## src/rtl/sdb_pkg.sv

```systemverilog
// Shared constants and types of the SDRAM bank and burst access model.
// Assumes the includer imports the whole package.
package sdb_pkg;

  // ==========================================================================
  // Geometry
  localparam int NUM_BANKS = 4;
  localparam int BANK_W = 2;
  localparam int ADDR_W = 13;
  localparam int ROW_W = 13;
  localparam int NUM_ROWS = 8192;
  localparam int DQ_W_X4 = 4;
  localparam int DQ_W_X8 = 8;
  localparam int DQ_W_X16 = 16;
  localparam int COLS_X4 = 2048;
  localparam int COLS_X8 = 1024;
  localparam int COLS_X16 = 512;
  localparam int COL_W_X4 = $clog2(COLS_X4);
  localparam int COL_W_X8 = $clog2(COLS_X8);
  localparam int COL_W_X16 = $clog2(COLS_X16);
  localparam int PRECHARGE_SELECT_BIT = 10;
  localparam int X4_COL_TOP_BIT = 11;

  // ==========================================================================
  // Mode word fields
  localparam int MR_BLEN_LSB = 0;
  localparam int MR_BLEN_W = 3;
  localparam int MR_BT_BIT = 3;
  localparam int MR_CL_LSB = 4;
  localparam int MR_CL_W = 3;
  localparam int MR_WB_BIT = 9;
  localparam logic [ADDR_W-1:0] MODE_RESET = 13'h0020;
  localparam logic [MR_CL_W-1:0] CL_CODE_3 = 3'h3;
  localparam logic [MR_BLEN_W-1:0] BLEN_1 = 3'h0;
  localparam logic [MR_BLEN_W-1:0] BLEN_2 = 3'h1;
  localparam logic [MR_BLEN_W-1:0] BLEN_4 = 3'h2;
  localparam logic [MR_BLEN_W-1:0] BLEN_8 = 3'h3;
  localparam logic [MR_BLEN_W-1:0] BLEN_FULL = 3'h7;

  // ==========================================================================
  // Timing
  localparam int CLK_PERIOD_NS = 10;
  localparam int TRP_NS = 20;
  localparam int TRFC_NS = 66;
  localparam int TRP_CYC = (TRP_NS + CLK_PERIOD_NS - 1) / CLK_PERIOD_NS;
  localparam int TRFC_CYC = (TRFC_NS + CLK_PERIOD_NS - 1) / CLK_PERIOD_NS;
  localparam int TMR_W = 8;

  // ==========================================================================
  // Commands as {row strobe, column strobe, write enable}
  typedef enum logic [2:0] {
    CMD_LMR = 3'b000,
    CMD_REF = 3'b001,
    CMD_PRE = 3'b010,
    CMD_ACT = 3'b011,
    CMD_WR = 3'b100,
    CMD_RD = 3'b101,
    CMD_BST = 3'b110,
    CMD_NOP = 3'b111
  } sdb_cmd_e;

  typedef enum logic [1:0] {
    ST_RUN = 2'b00,
    ST_REFRESH = 2'b01,
    ST_PDOWN = 2'b10,
    ST_SELF = 2'b11
  } sdb_state_e;

  typedef enum logic [1:0] {
    BK_IDLE = 2'b00,
    BK_OPEN = 2'b01,
    BK_PRE = 2'b10
  } sdb_bank_e;

endpackage : sdb_pkg

```

## src/rtl/sdb_bank.sv

```systemverilog
// One bank: open row and precharge timing.
// Assumes the core decodes commands for this bank.
`timescale 1ns/10ps
`default_nettype none
module sdb_bank
  import sdb_pkg::*;
#(
  parameter int TRP_CYC_P = TRP_CYC
)(
  // Clock and reset
  input wire logic clk_in,
  input wire logic rst_in,
  // Commands
  input wire logic act_in,
  input wire logic [ROW_W-1:0] row_in,
  input wire logic pre_in,
  // State
  output logic open_out,
  output logic idle_out,
  output logic [ROW_W-1:0] row_out
);

  // ==========================================================================
  // Bank state
  sdb_bank_e state_q, state_d;
  logic [TMR_W-1:0] tmr_q, tmr_d;
  logic [ROW_W-1:0] row_q, row_d;

  always_comb
  begin
    state_d = state_q;
    tmr_d = tmr_q;
    row_d = row_q;
    unique case (state_q)
      BK_IDLE:
      begin
        if (act_in)
        begin
          state_d = BK_OPEN;
          row_d = row_in;
        end
      end
      BK_OPEN:
      begin
        if (pre_in)
        begin
          state_d = BK_PRE;
          tmr_d = TMR_W'(TRP_CYC_P - 1);
        end
      end
      BK_PRE:
      begin
        if (tmr_q == '0)
          state_d = BK_IDLE;
        else
          tmr_d = tmr_q - TMR_W'(1);
      end
      default: state_d = BK_IDLE;
    endcase
  end

  always_ff @(posedge clk_in or posedge rst_in)
  begin
    if (rst_in)
    begin
      state_q <= BK_IDLE;
      tmr_q <= '0;
      row_q <= '0;
    end
    else
    begin
      state_q <= state_d;
      tmr_q <= tmr_d;
      row_q <= row_d;
    end
  end

  assign open_out = state_q[0];
  assign idle_out = (state_q == BK_IDLE);
  assign row_out = row_q;

  // ==========================================================================
  // Checks
  AST_ACT_OPENS_ROW: assert property (@(posedge clk_in) disable iff (rst_in)
    (act_in && idle_out) |=> (open_out && row_out == $past(row_in)))
    else $error("activate did not open the given row");

  AST_PRECHARGE_TIME: assert property (@(posedge clk_in) disable iff (rst_in)
    (open_out && pre_in) |=> (!open_out && !idle_out) [*2] ##1 idle_out)
    else $error("bank precharge time wrong");

endmodule : sdb_bank
`default_nettype wire

```

## src/rtl/sdb_burst.sv

```systemverilog
// Burst column generator: sequential or interleaved order, fixed or full page.
// Assumes start and stop never arrive together.
`timescale 1ns/10ps
`default_nettype none
module sdb_burst
  import sdb_pkg::*;
#(
  parameter int COL_W = COL_W_X16
)(
  // Clock and reset
  input wire logic clk_in,
  input wire logic rst_in,
  // Control
  input wire logic start_in,
  input wire logic [COL_W-1:0] start_col_in,
  input wire logic [MR_BLEN_W-1:0] len_code_in,
  input wire logic interleave_in,
  input wire logic stop_in,
  // Column stream
  output logic valid_out,
  output logic busy_out,
  output logic last_out,
  output logic [COL_W-1:0] col_out
);

  // ==========================================================================
  // Burst counter
  logic busy_q, busy_d;
  logic ilv_q, ilv_d;
  logic full_q, full_d;
  logic [COL_W-1:0] base_q, base_d;
  logic [COL_W-1:0] cnt_q, cnt_d;
  logic [COL_W-1:0] mask_q, mask_d;
  logic [COL_W-1:0] seq_col;

  function automatic logic [COL_W-1:0] len_mask(input logic [MR_BLEN_W-1:0] code);
    logic [COL_W-1:0] m;
    m = '0;
    unique case (code)
      BLEN_2: m = COL_W'(1);
      BLEN_4: m = COL_W'(3);
      BLEN_8: m = COL_W'(7);
      BLEN_FULL: m = '1;
      default: m = '0;
    endcase
    return m;
  endfunction : len_mask

  always_comb
  begin
    base_d = start_in ? start_col_in : base_q;
    cnt_d = start_in ? '0 : cnt_q;
    mask_d = start_in ? len_mask(len_code_in) : mask_q;
    full_d = start_in ? (len_code_in == BLEN_FULL) : full_q;
    ilv_d = start_in ? (interleave_in && len_code_in != BLEN_FULL) : ilv_q;
    seq_col = base_d + cnt_d;
    col_out = ilv_d ? (base_d ^ cnt_d) : ((base_d & ~mask_d) | (seq_col & mask_d));
    valid_out = (start_in || busy_q) && !stop_in;
    last_out = valid_out && !full_d && (cnt_d == mask_d);
    busy_d = valid_out && !last_out;
    cnt_d = cnt_d + COL_W'(1);
  end

  always_ff @(posedge clk_in or posedge rst_in)
  begin
    if (rst_in)
    begin
      busy_q <= 1'b0;
      ilv_q <= 1'b0;
      full_q <= 1'b0;
      base_q <= '0;
      cnt_q <= '0;
      mask_q <= '0;
    end
    else
    begin
      busy_q <= busy_d;
      ilv_q <= ilv_d;
      full_q <= full_d;
      base_q <= base_d;
      cnt_q <= cnt_d;
      mask_q <= mask_d;
    end
  end

  assign busy_out = busy_q;

  // ==========================================================================
  // Checks
  AST_BURST_FOUR_ENDS: assert property (@(posedge clk_in) disable iff (rst_in)
    (start_in && len_code_in == BLEN_4) ##1 (!start_in && !stop_in) [*3] |-> last_out)
    else $error("burst of four did not end on its fourth column");

  AST_SECOND_COLUMN: assert property (@(posedge clk_in) disable iff (rst_in)
    (start_in && len_code_in == BLEN_2) ##1 (!start_in && !stop_in)
    |-> (col_out == ($past(start_col_in) ^ COL_W'(1))))
    else $error("second column of a burst of two is wrong");

  AST_FULL_PAGE_RUNS: assert property (@(posedge clk_in) disable iff (rst_in)
    (start_in && len_code_in == BLEN_FULL) ##1 (!start_in && !stop_in) [*4] |-> busy_out)
    else $error("full page burst stopped by itself");

endmodule : sdb_burst
`default_nettype wire

```

## src/rtl/sdb_sdram_core.sv

```systemverilog
// SDRAM command side: capture, decode, banks, bursts, refresh and a data array.
// Assumes a controller on the same clock drives the pins; the array keeps only a
// few low row and column bits, so distant addresses alias.
//
// Operation
// - All pins are captured on the rising clock edge only.
// - Four-bit part: four banks of 8192 rows by 2048 four-bit columns.
// - Byte part: four banks of 8192 rows by 1024 byte columns.
// - Sixteen-bit part: four banks of 8192 rows by 512 sixteen-bit columns.
// - Activate takes bank inputs as bank and thirteen address bits as row.
// - Read or write takes the sampled address as the burst's first column.
// - The device steps the columns itself in the programmed order; full page always steps sequentially.
// - Burst lengths one, two, four, eight or full page; terminate cuts short.
// - Auto-precharge closes the row itself once the burst ends, except after a burst terminate.
// - A new column access may start on every clock cycle.
// - One bank may precharge while another bank is accessed.
// - Auto refresh and power-down modes are available to the controller.
// - Address bit ten on read or write selects auto-precharge, not column.
// - Chip select high masks commands; running bursts still complete.
// - Column bits: A9..A0 plus A11, A9..A0, or A8..A0 by width.
`timescale 1ns/10ps
`default_nettype none
module sdb_sdram_core
  import sdb_pkg::*;
#(
  parameter int DQ_W = DQ_W_X16,
  parameter bit AUTOMOTIVE_GRADE = 1'b0,
  parameter int ROW_KEEP = 2,
  parameter int COL_KEEP = 4
)(
  // Clock and reset
  input wire logic ref_clk_in,
  input wire logic rst_in,
  // Command pins
  input wire logic cke_in,
  input wire logic cs_n_in,
  input wire logic ras_n_in,
  input wire logic cas_n_in,
  input wire logic we_n_in,
  input wire logic [BANK_W-1:0] ba_in,
  input wire logic [ADDR_W-1:0] addr_in,
  // Data pins
  input wire logic dqm_in,
  input wire logic [DQ_W-1:0] dq_in,
  output logic [DQ_W-1:0] dq_out,
  output logic dq_oe_out,
  // Status
  output logic [NUM_BANKS-1:0] bank_open_out
);

  localparam int COL_W = (DQ_W == DQ_W_X4) ? COL_W_X4 :
                         (DQ_W == DQ_W_X8) ? COL_W_X8 : COL_W_X16;
  localparam int MEM_AW = BANK_W + ROW_KEEP + COL_KEEP;
  localparam int MEM_DEPTH = 1 << MEM_AW;

  // ==========================================================================
  // Pin capture
  logic cke_q;
  logic cs_n_q;
  logic [2:0] cmd_q;
  logic [BANK_W-1:0] ba_q;
  logic [ADDR_W-1:0] addr_q;
  logic dqm_q;
  logic [DQ_W-1:0] dq_cap_q;

  always_ff @(posedge ref_clk_in or posedge rst_in)
  begin
    if (rst_in)
    begin
      cke_q <= 1'b0;
      cs_n_q <= 1'b1;
      cmd_q <= CMD_NOP;
      ba_q <= '0;
      addr_q <= '0;
      dqm_q <= 1'b1;
      dq_cap_q <= '0;
    end
    else
    begin
      cke_q <= cke_in;
      cs_n_q <= cs_n_in;
      cmd_q <= {ras_n_in, cas_n_in, we_n_in};
      ba_q <= ba_in;
      addr_q <= addr_in;
      dqm_q <= dqm_in;
      dq_cap_q <= dq_in;
    end
  end

  // ==========================================================================
  // Decode
  sdb_state_e st_q, st_d;
  sdb_cmd_e cmd;
  logic [ADDR_W-1:0] mode_q, mode_d;
  logic [TMR_W-1:0] tmr_q, tmr_d;
  logic [ROW_W-1:0] ref_row_q, ref_row_d;
  logic ap_q, ap_d;
  logic [BANK_W-1:0] bbank_q, bbank_d;
  logic bwr_q, bwr_d;
  logic sel;
  logic rw_start;
  logic is_wr;
  logic burst_stop;
  logic all_idle;
  logic ap_end;
  logic ap_cut;
  logic [COL_W-1:0] start_col;
  logic [MR_BLEN_W-1:0] len_code;
  logic [BANK_W-1:0] cur_bank;
  logic cur_wr;
  logic b_valid;
  logic b_busy;
  logic b_last;
  logic [COL_W-1:0] b_col;
  logic [NUM_BANKS-1:0] bank_open;
  logic [NUM_BANKS-1:0] bank_idle;
  logic [NUM_BANKS-1:0] bank_act;
  logic [NUM_BANKS-1:0] bank_pre;
  logic [ROW_W-1:0] bank_row [NUM_BANKS];

  assign cmd = sdb_cmd_e'(cmd_q);
  assign sel = !cs_n_q && cke_q && (st_q == ST_RUN);
  assign all_idle = &bank_idle;
  assign is_wr = (cmd == CMD_WR);
  // Access to a closed bank is dropped; the controller keeps the order
  assign rw_start = sel && (cmd == CMD_RD || is_wr) && bank_open[ba_q];
  assign len_code = (is_wr && mode_q[MR_WB_BIT]) ? BLEN_1 : mode_q[MR_BLEN_LSB +: MR_BLEN_W];
  assign burst_stop = !rw_start && sel && ((cmd == CMD_BST) ||
    (cmd == CMD_PRE && (addr_q[PRECHARGE_SELECT_BIT] || ba_q == bbank_q)));
  assign cur_bank = rw_start ? ba_q : bbank_q;
  assign cur_wr = rw_start ? is_wr : bwr_q;

  // Bit ten never reaches the column
  always_comb
  begin
    if (DQ_W == DQ_W_X4)
      start_col = COL_W'({addr_q[X4_COL_TOP_BIT], addr_q[9:0]});
    else
      start_col = addr_q[COL_W-1:0];
  end

  // Auto-precharge at burst end, or when a new access cuts the burst
  assign ap_end = b_valid && b_last && (rw_start ? addr_q[PRECHARGE_SELECT_BIT] : ap_q);
  assign ap_cut = rw_start && b_busy && ap_q;

  sdb_burst #(
    .COL_W(COL_W)
  ) u_burst (
    .clk_in(ref_clk_in),
    .rst_in(rst_in),
    .start_in(rw_start),
    .start_col_in(start_col),
    .len_code_in(len_code),
    .interleave_in(mode_q[MR_BT_BIT]),
    .stop_in(burst_stop),
    .valid_out(b_valid),
    .busy_out(b_busy),
    .last_out(b_last),
    .col_out(b_col)
  );

  // ==========================================================================
  // Banks
  for (genvar i = 0; i < NUM_BANKS; i++)
  begin : g_bank
    assign bank_act[i] = sel && (cmd == CMD_ACT) && (ba_q == BANK_W'(i));
    assign bank_pre[i] = (sel && cmd == CMD_PRE &&
                          (addr_q[PRECHARGE_SELECT_BIT] || ba_q == BANK_W'(i))) ||
                         (ap_end && cur_bank == BANK_W'(i)) ||
                         (ap_cut && bbank_q == BANK_W'(i));
    sdb_bank u_bank (
      .clk_in(ref_clk_in),
      .rst_in(rst_in),
      .act_in(bank_act[i]),
      .row_in(addr_q[ROW_W-1:0]),
      .pre_in(bank_pre[i]),
      .open_out(bank_open[i]),
      .idle_out(bank_idle[i]),
      .row_out(bank_row[i])
    );
  end

  assign bank_open_out = bank_open;

  // ==========================================================================
  // Mode, refresh and power state
  always_comb
  begin
    st_d = st_q;
    tmr_d = tmr_q;
    mode_d = mode_q;
    ref_row_d = ref_row_q;
    ap_d = ap_q;
    bbank_d = bbank_q;
    bwr_d = bwr_q;
    if (rw_start)
    begin
      ap_d = addr_q[PRECHARGE_SELECT_BIT];
      bbank_d = ba_q;
      bwr_d = is_wr;
    end
    unique case (st_q)
      ST_RUN:
      begin
        if (sel && cmd == CMD_LMR && all_idle && !b_busy)
          mode_d = addr_q;
        if (sel && cmd == CMD_REF && all_idle && !b_busy)
        begin
          st_d = ST_REFRESH;
          tmr_d = TMR_W'(TRFC_CYC - 1);
          ref_row_d = ref_row_q + ROW_W'(1);
        end
        else if (!cke_q && !b_busy)
        begin
          // The automotive grade falls back to power-down instead
          if (!cs_n_q && cmd == CMD_REF && all_idle && !AUTOMOTIVE_GRADE)
          begin
            st_d = ST_SELF;
            tmr_d = TMR_W'(TRFC_CYC - 1);
          end
          else
            st_d = ST_PDOWN;
        end
      end
      ST_REFRESH:
      begin
        if (tmr_q == '0)
          st_d = ST_RUN;
        else
          tmr_d = tmr_q - TMR_W'(1);
      end
      ST_PDOWN:
      begin
        if (cke_q)
          st_d = ST_RUN;
      end
      ST_SELF:
      begin
        if (cke_q)
          st_d = ST_RUN;
        else if (tmr_q == '0)
        begin
          tmr_d = TMR_W'(TRFC_CYC - 1);
          ref_row_d = ref_row_q + ROW_W'(1);
        end
        else
          tmr_d = tmr_q - TMR_W'(1);
      end
    endcase
  end

  always_ff @(posedge ref_clk_in or posedge rst_in)
  begin
    if (rst_in)
    begin
      st_q <= ST_RUN;
      tmr_q <= '0;
      mode_q <= MODE_RESET;
      ref_row_q <= '0;
      ap_q <= 1'b0;
      bbank_q <= '0;
      bwr_q <= 1'b0;
    end
    else
    begin
      st_q <= st_d;
      tmr_q <= tmr_d;
      mode_q <= mode_d;
      ref_row_q <= ref_row_d;
      ap_q <= ap_d;
      bbank_q <= bbank_d;
      bwr_q <= bwr_d;
    end
  end

  // ==========================================================================
  // Data array and read pipeline
  logic [DQ_W-1:0] mem_q [MEM_DEPTH];
  logic [MEM_AW-1:0] mem_idx;
  logic wr_fire;
  logic cl3;
  logic [1:0] pv_q, pv_d;
  logic [DQ_W-1:0] pd_q [2];
  logic [DQ_W-1:0] pd_d [2];
  logic [DQ_W-1:0] dq_q, dq_d;
  logic oe_q, oe_d;

  assign mem_idx = {cur_bank, bank_row[cur_bank][ROW_KEEP-1:0], b_col[COL_KEEP-1:0]};
  assign wr_fire = b_valid && cur_wr && !dqm_q;
  assign cl3 = (mode_q[MR_CL_LSB +: MR_CL_W] == CL_CODE_3);

  // Flops without reset: the array holds no control state
  always_ff @(posedge ref_clk_in)
  begin
    if (wr_fire)
      mem_q[mem_idx] <= dq_cap_q;
  end

  always_comb
  begin
    pv_d[0] = b_valid && !cur_wr && !dqm_q;
    pd_d[0] = mem_q[mem_idx];
    pv_d[1] = pv_q[0];
    pd_d[1] = pd_q[0];
    dq_d = cl3 ? pd_q[1] : pd_q[0];
    oe_d = cl3 ? pv_q[1] : pv_q[0];
  end

  always_ff @(posedge ref_clk_in or posedge rst_in)
  begin
    if (rst_in)
    begin
      pv_q <= '0;
      pd_q[0] <= '0;
      pd_q[1] <= '0;
      dq_q <= '0;
      oe_q <= 1'b0;
    end
    else
    begin
      pv_q <= pv_d;
      pd_q[0] <= pd_d[0];
      pd_q[1] <= pd_d[1];
      dq_q <= dq_d;
      oe_q <= oe_d;
    end
  end

  assign dq_out = dq_q;
  assign dq_oe_out = oe_q;

  // ==========================================================================
  // Checks
  AST_READ_LATENCY_2: assert property (@(posedge ref_clk_in) disable iff (rst_in)
    (rw_start && !is_wr && !dqm_q && !cl3) ##1 !cl3 |-> ##1 dq_oe_out)
    else $error("read data late at latency two");

  AST_WRITE_STORES: assert property (@(posedge ref_clk_in) disable iff (rst_in)
    wr_fire |=> (mem_q[$past(mem_idx)] == $past(dq_cap_q)))
    else $error("write data not stored");

  AST_CS_MASKS_MODE: assert property (@(posedge ref_clk_in) disable iff (rst_in)
    cs_n_q |=> $stable(mode_q))
    else $error("mode changed while deselected");

  AST_CS_KEEPS_BURST: assert property (@(posedge ref_clk_in) disable iff (rst_in)
    (b_busy && cs_n_q) |-> b_valid)
    else $error("deselect stopped a running burst");

  AST_AUTO_PRE_CLOSES: assert property (@(posedge ref_clk_in) disable iff (rst_in)
    (ap_end && !rw_start) |=> !bank_open_out[$past(bbank_q)])
    else $error("auto-precharge left the row open");

  AST_REFRESH_HOLD: assert property (@(posedge ref_clk_in) disable iff (rst_in)
    (st_q == ST_RUN && st_d == ST_REFRESH) |=> (st_q == ST_REFRESH) [*7] ##1 (st_q == ST_RUN))
    else $error("refresh busy time wrong");

  AST_NO_SELF_REFRESH: assert property (@(posedge ref_clk_in) disable iff (rst_in)
    AUTOMOTIVE_GRADE |-> (st_q != ST_SELF))
    else $error("self refresh entered on automotive grade");

  AST_POWER_DOWN_IGNORES: assert property (@(posedge ref_clk_in) disable iff (rst_in)
    (st_q == ST_PDOWN) |-> (bank_act == '0 && !rw_start))
    else $error("command taken in power-down");

endmodule : sdb_sdram_core
`default_nettype wire

```

## config.mk

```make
export PLATFORM = sky130hd
export DESIGN_NAME = sdb_sdram_core
export DESIGN_NICKNAME = d
export VERILOG_FILES = /design/src/rtl/sdb_pkg.sv /design/src/rtl/sdb_bank.sv /design/src/rtl/sdb_burst.sv /design/src/rtl/sdb_sdram_core.sv
export SDC_FILE = /design/constraint.sdc
export NUM_CORES = 2
export LEC_CHECK = 0
export BUFFER_PORTS_ARGS = -buffer_cell sky130_fd_sc_hd__clkbuf_2
export CAP_MARGIN = 20
export CORE_ASPECT_RATIO = 0.5
export CORE_MARGIN = 10
export CORE_UTILIZATION = 57
export CTS_BUF_LIST = sky130_fd_sc_hd__clkbuf_8 sky130_fd_sc_hd__clkbuf_16
export DETAILED_ROUTE_END_ITERATION = 16
export GPL_TIMING_DRIVEN = 0
export PLACE_DENSITY = 0.75
export REMOVE_ABC_BUFFERS = 1
export SKIP_LAST_GASP = 1
export SLEW_MARGIN = 5
export SYNTH_ARGS = -nofsm -noshare
export SYNTH_HDL_FRONTEND = slang
export SYNTH_SLANG_ARGS = --single-unit
```

## constraint.sdc

```tcl
create_clock -name ref_clk_in -period 6.97 [get_ports ref_clk_in]
set_clock_uncertainty 0.05 [all_clocks]
set_input_delay 2.091 -clock ref_clk_in [delete_from_list [all_inputs] [get_ports ref_clk_in]]
set_output_delay 2.091 -clock ref_clk_in [all_outputs]
set_load 0.1 [all_outputs]
```

# After elaboration in Yosys (flattened, before gate mapping)
# Memories as Yosys holds them, arrays and structs flattened. A register that Yosys moved wholly into a read port is not among the register bits.
# Cells that the tools add are included.
[classes]
n_bitwise = 6
n_reduce_logical = 109
n_lt_le_gt_ge = 2
n_addsub = 7
muxes = 61
n_eq_ne = 56
[op_table]
columns = ["cell", "count"]
rows = [
  ["2-to-1 mux 8 bit", 14],
  ["one-hot mux 8 bit (2 select lines)", 4],
  ["logical AND 1 bit", 48],
  ["zero test 8 bit", 5],
  ["subtractor 8 x 1 -> 8 bit, second input constant", 5],
  ["2-to-1 mux 2 bit", 19],
  ["one-hot mux 9 bit (4 select lines)", 1],
  ["one-hot mux 2 bit (3 select lines)", 5],
  ["2-to-1 mux 9 bit", 3],
  ["AND reduction 3 bit", 9],
  ["binary-select mux 13 bit (select 2 bit)", 1],
  ["!= test 2 x 1 -> 1 bit, second input constant", 13],
  ["== test 2 bit, second input constant", 12],
  ["one-hot mux 8 bit (3 select lines)", 1],
  ["== test 2 x 1 -> 1 bit, second input constant", 8],
  ["zero test 2 bit", 8],
  ["logical OR 1 bit", 16],
  ["2-to-1 mux 16 bit", 1],
  ["== test 3 x 2 -> 1 bit, second input constant", 5],
  ["!= test 2 bit, second input constant", 7],
  ["== test 3 bit, second input constant", 4],
  ["AND reduction 2 bit", 5],
  ["adder 9 x 1 -> 9 bit, second input constant", 1],
  ["== test 9 bit", 1],
  ["23 further kinds", 45],
]
[totals]
inputBits = 39
ram_bits = 4096
n_memories = 1
reg_bits = 218
[mem_list]
columns = ["memory", "words", "word_bits", "read_ports", "rd_ports_with_merged_regs", "write_ports", "line", "text"]
rows = [
  ["mem_q", 256, 16, 1, 1, 1, "sdb_sdram_core.sv:278", "logic [DQ_W-1:0] mem_q [MEM_DEPTH];"],
]

# Longest topological paths before layout
[depth]
ltp_word = 19
depth_mapped = 28
ltp_nobuf = 16

# Modules after synthesis
# Synthesis repeated with hierarchy kept, for this count alone.
[hier_totals]
hier_cells = 7042
area_unflattened_um2 = 166275.7
[modules_own_cells]
columns = ["mod", "seq_area_each_um2", "instances", "cells_each", "area_per_inst_um2"]
rows = [
  ["sdb_sdram_core", 125758.1, 1, 6517, 160237.4],
  ["sdb_bank (g_bank[0].u_bank ...)", 575.6, 3, 82, 1032.2],
  ["sdb_burst", 750.7, 1, 199, 1911.8],
  ["sdb_bank (g_bank[3].u_bank)", 575.6, 1, 80, 1029.7],
]

# Worst setup path after synthesis
# OpenSTA, ideal clock, no wires.
[synth_timing]
path_kind = "flip-flop to flip-flop"
startpoint = "register ba_q[0]"
endpoint = "memory mem_q[169][0] (netlist bit), enable pin"
n_path_buf = 14
path_slack_ps = 415
synth_period_minus_slack_ps = 6555
arrival_time_ps = 6117
path_stages_with_launch = 27
setup_time_ps = 388
path_cell_list = "dfrtp_1 > buf_6 > mux4_2 > buf_6 > nand3_4 > buf_2 > buf_2 > buf_1 > clkbuf_1 > clkbuf_1 > clkbuf_1 > nand2_1 > nand2_1 > ha_1 > fa_1 > a311o_1 > o31ai_1 > o31ai_1 > buf_2 > buf_2 > buf_2 > buf_2 > buf_1 > nor2_1 > nand2_1 > clkbuf_1 > nor2_1"
[synth_rtl]
columns = ["item", "line", "text"]
rows = [
  ["from (decl)", "sdb_sdram_core.sv:61", "logic [BANK_W-1:0] ba_q;"],
  ["from (signal assigned)", "sdb_sdram_core.sv:83", "ba_q <= ba_in;"],
  ["binary-select mux 1 bit (select 2 bit) (*)", "sdb_sdram_core.sv:126", "assign rw_start = sel && (cmd == CMD_RD || is_wr) && bank_open[ba_q];"],
  ["2-to-1 mux 1 bit (implied by the code) (*)", "sdb_sdram_core.sv:126", ""],
  ["logical AND 1 bit (*)", "sdb_sdram_core.sv:126", ""],
  ["2-to-1 mux 9 bit (*)", "sdb_burst.sv:51", "base_d = start_in ? start_col_in : base_q;"],
  ["net u_burst.base_d[0]", "sdb_burst.sv:31", "logic [COL_W-1:0] base_q, base_d;"],
  ["adder 4 bit", "sdb_burst.sv:56", "seq_col = base_d + cnt_d;"],
  ["bitwise AND 4 bit", "sdb_burst.sv:57", "col_out = ilv_d ? (base_d ^ cnt_d) : ((base_d & ~mask_d) | (seq_col & mask_d));"],
  ["OR 4 bit", "sdb_burst.sv:57", ""],
  ["2-to-1 mux 4 bit (*)", "sdb_burst.sv:57", ""],
  ["to (decl)", "sdb_sdram_core.sv:278", ""],
]
# The timed path passes the listed nets; every way through them passes the cells marked *. The select of a mux whose other input is x is not followed.

# Worst setup path after layout
[layout_timing]
startpoint = "register g_bank[3].u_bank.state_q[0]"
endpoint = "register pd_q, in the netlist pd_d[1] (read register of mem_q)"
[layout_via]
elab_chain_len = 8
[layout_lines]
columns = ["item", "line", "text"]
rows = [
  ["from (decl)", "sdb_bank.sv:25", "sdb_bank_e state_q, state_d;"],
  ["from (signal assigned)", "sdb_bank.sv:72", "state_q <= state_d;"],
  ["binary-select mux 1 bit (select 2 bit) (*)", "sdb_sdram_core.sv:126", ""],
  ["2-to-1 mux 1 bit (implied by the code) (*)", "sdb_sdram_core.sv:126", ""],
  ["logical AND 1 bit (*)", "sdb_sdram_core.sv:126", ""],
  ["2-to-1 mux 9 bit (*)", "sdb_burst.sv:51", ""],
  ["net u_burst.base_d[0]", "sdb_burst.sv:31", ""],
  ["adder 4 bit", "sdb_burst.sv:56", ""],
  ["bitwise AND 4 bit", "sdb_burst.sv:57", ""],
  ["OR 4 bit", "sdb_burst.sv:57", ""],
  ["2-to-1 mux 4 bit (*)", "sdb_burst.sv:57", ""],
  ["to (decl)", "sdb_sdram_core.sv:283", "logic [DQ_W-1:0] pd_q [2];"],
]
# Marks and branches as above.
# A chain may end at the register's enable or synchronous reset.

==> metrics <==
mean post-synth cell area=13.4 µm²; Max stage delay on crit path=0.72 ns; crit start category=flop; initial antenna violation count=16; Pins Over Slew Limit=0; M2 GR Usage=0.435; Initial Util=0.572; Main synth FF type=edfxtp_1; RSZ-0062 raised after global routing=true; final period utilization=0.997; Finished Cell Area=0.197 mm²; Min Hold Slack=0.325 ns; WP depth=18; Pleak=68.2 nW; Non-Filler Instances=17200; initial detailed-routing violation count=17500; Area Overhead vs Synth=15.3%; Crit Path Class=reg2reg; WP buf/inv=3; row cnt=approximately 140; Core Area=0.299 mm²; CTS root buffer=clkbuf_16; Finished Core Util=0.660; worst slew pin tran=1.28 ns; logic gate share of total power=0.323; DRC Markers=0; final hold viol count=0; worst r2r path cells=18; CTS clk-pin slew, worst paths=0.06 ns; CP most frequent cell=buf_16; status=complete, no violations; Hold-fix buffers, CTS=0; Worst Path Arrival=7.69 ns; yosys warns=0; Seq/Total Area, Yosys=0.745; pin count of the biggest net entering global routing=between 90 and 100; Switching Share=0.347; total placed instance area=0.185 mm²; gpl congestion=~0.81; CTS sink cnt=roughly 4300; FF+latch count, synth=4275; post-synth cell types=a little over 80; Slew HR=0.146; P_int=47.0 mW; CTS tree=built; Crit Path Max Fanout=47; GR Util All Layers=0.283; via count=112000; EDFF count, synth=4096; pre-CTS setup slack=-2.41 ns; Tightest Hold Check Type=reg2reg; Synth Instances=12700; vias in the first global route=108000; I/O pin total=60; fmax=144 MHz; setup violators final=0; layout cell share with drive strength beyond 1=0.132; grt total ovfl=0; worst hold path depth=0; Pwr Total=roughly 70 mW; maximum vdd drop=0.000298 V; Via-to-Cell Ratio=6.52; max-cap violations=0; Top Usage Layer GRT=met2; Worst EP required=7.71 ns; Async SR Flop Fraction=0.0419; cell family with the largest share of critical-path delay=compound AO/OA/AOI/OAI gates; NetSw=between 20 and 25 mW; met1 Usage GRT=0.379; Final Net Count=around 13000; worst path cell trace=mux4_2 > nand3_4 > buf_16 > nand2_1 > nand2_1 > ha_1 > fa_1 > nor4_1 > o31ai_1 > nand2_4 > buf_16 > nor2_8 > buf_16 > a31oi_1 > o2111a_1 > a311oi_1 > o22ai_1 > a211oi_2; Tmin final=6.95 ns; CP endpoint kind=flop; Pre-Repair DR Iteration Count=6; worst setup margin=0.0195 ns; CTS H-tree depth=5; grt met3 use=0.0667; Die Footprint=0.324 mm²; Die Ht=407 µm; Inst Count DP=between 15000 and 20000; hpwl dp=294000 µm; Routed Antenna Nets=0; synthesized cell area=0.171 mm²; per-cell routed wire length=27.6 µm; # port buffers=55; Clock Latency Late Sink=0.92 ns; final wirelength=476000 µm; setup TNS=0 ns; die width=795 µm; Clk pwr share=0.279; CTS Buf Count=365; slowest cell on the critical path=a311oi_1; Longest Clk Path Bufs=4; Power per Cell Area=365 mW/mm²; Sequential Power Share=0.399; global-route wire length before repair=700000 µm
==> cells in the final DEF, fill, tap and decap left out, drive strengths merged, types with 50 or more instances in the layout <==
cell type and count:
a21oi 312, a22o 98, a31oi 319, a32oi 85
a41oi 111, and3 115, buf 631, clkbuf 446
clkinv 140, dfrtp 173, edfxtp 4096, inv 298
mux2 114, mux2i 160, nand2 2904, nand3 1812
nor2 340, o2111ai 105, o211ai 379, o21ai 50
==> power groups by stage <==
| stage | combinational, mW | clock (mW) | sequential [mW] |
|---|---|---|---|
| after global routing | 24.3 | 21.1 | 28.7 |
| final | 23.2 | 20.1 | 28.7 |
| after detailed placement | 21.8 | 0 | 29.3 |
| after global placement | 34.3 | 0 | 29.8 |
| after floorplan | 16.1 | 0 | 29.8 |
| after CTS | 22.4 | 20.1 | 28.7 |
==> worst reg2reg max path: stages (launching register included) <==
cell	delay (ns)
dfrtp_1	0.44
mux4_2	0.59
nand3_4	0.16
buf_16	0.17
nand2_1	0.06
nand2_1	0.08
ha_1	0.21
fa_1	0.23
nor4_1	0.07
o31ai_1	0.65
nand2_4	0.50
buf_16	0.40
nor2_8	0.62
buf_16	0.36
a31oi_1	0.27
o2111a_1	0.24
a311oi_1	0.72
o22ai_1	0.54
a211oi_2	0.50
==> final cells by class <==
class / instances / area, µm²
well taps: 4032 / 5040
fillers: 19100 / 102000
flip-flops and latches: 4275 / 128000
inverters: 204 / 773
repair buffers: 694 / 12000
multi-input cells: 7344 / 40400
clock buffers: 384 / 9540
diodes: 7 / 17.5
clock inverters: 273 / 1940
==> routing by layer <==
metal  vias to the layer above  share of wire
li1                      47900              -
met1                     55200           0.36
met2                      7715           0.46
met3                      1404           0.13
met4                        18          0.060
met5                         -        0.00026
==> sequential cells by signal, indices dropped and copies added (netlist names), 9 cells and up <==
signal	count
pd_d	16
u_burst.cnt_q	9
dq_cap_q	16
mem_q	4096
addr_q	9
u_burst.mask_q	9
g_bank.u_bank.tmr_q	32
pd_q	16
dq_out	16
==> repair_timing <==
item / in CTS / in global routing
gates cloned: 4 / 7
resized for setup: 81 / 22
pin swaps: 14 / 8
buffers inserted: 22 / 8
endpoints found under the setup margin: 4112 / 352
==> logic make-up after synthesis <==
logic type / synth area share
AND/OR/NAND/NOR: 0.134
flip-flops: 0.745
AO/OA/AOI/OAI: 0.0727
buffers and inverters: 0.0273
multiplexers: 0.0173
XOR/XNOR: 0.00149
adder cells (fa/ha/maj): 0.00202
==> synth_stat cells (33+ instances only) <==
cell type / n / area share
o211ai_1: 379 / 0.017
a41oi_1: 111 / 0.0057
a22o_1: 98 / 0.0050
inv_1: 202 / 0.0044
buf_2: 246 / 0.0072
clkbuf_1: 474 / 0.010
a32oi_1: 85 / 0.0044
nor2_1: 337 / 0.0074
nand2_1: 2901 / 0.064
mux2i_1: 160 / 0.0094
and3_1: 115 / 0.0042
nor3_1: 37 / 0.0011
or3_1: 33 / 0.0012
o2111ai_1: 105 / 0.0054
a21oi_1: 312 / 0.0091
nand3_1: 1808 / 0.053
a31oi_1: 319 / 0.012
mux2_2: 112 / 0.0074
buf_1: 173 / 0.0038
o21ai_0: 47 / 0.0014
dfrtp_1: 173 / 0.025
edfxtp_1: 4096 / 0.72
==> final timing paths <==
| path | endpoint | slack, ns | start |
|---|---|---|---|
| worst max register to register | pd_d[1] | 0.02 | g_bank[3].u_bank.state_q[0] |
| worst max-delay path | pd_d[1] | 0.02 | g_bank[3].u_bank.state_q[0] |
| min in group asynchronous | g_bank[2].u_bank.tmr_q[7] | 1.27 | rst_in |
| worst min-delay path | pd_q[12] | 0.32 | pd_d[12] |
| worst min register to register | pd_q[12] | 0.32 | pd_d[12] |
| max in group asynchronous | pd_d[10] | 4.66 | rst_in |
No activity file was read; power rests on OpenSTA's default activity.
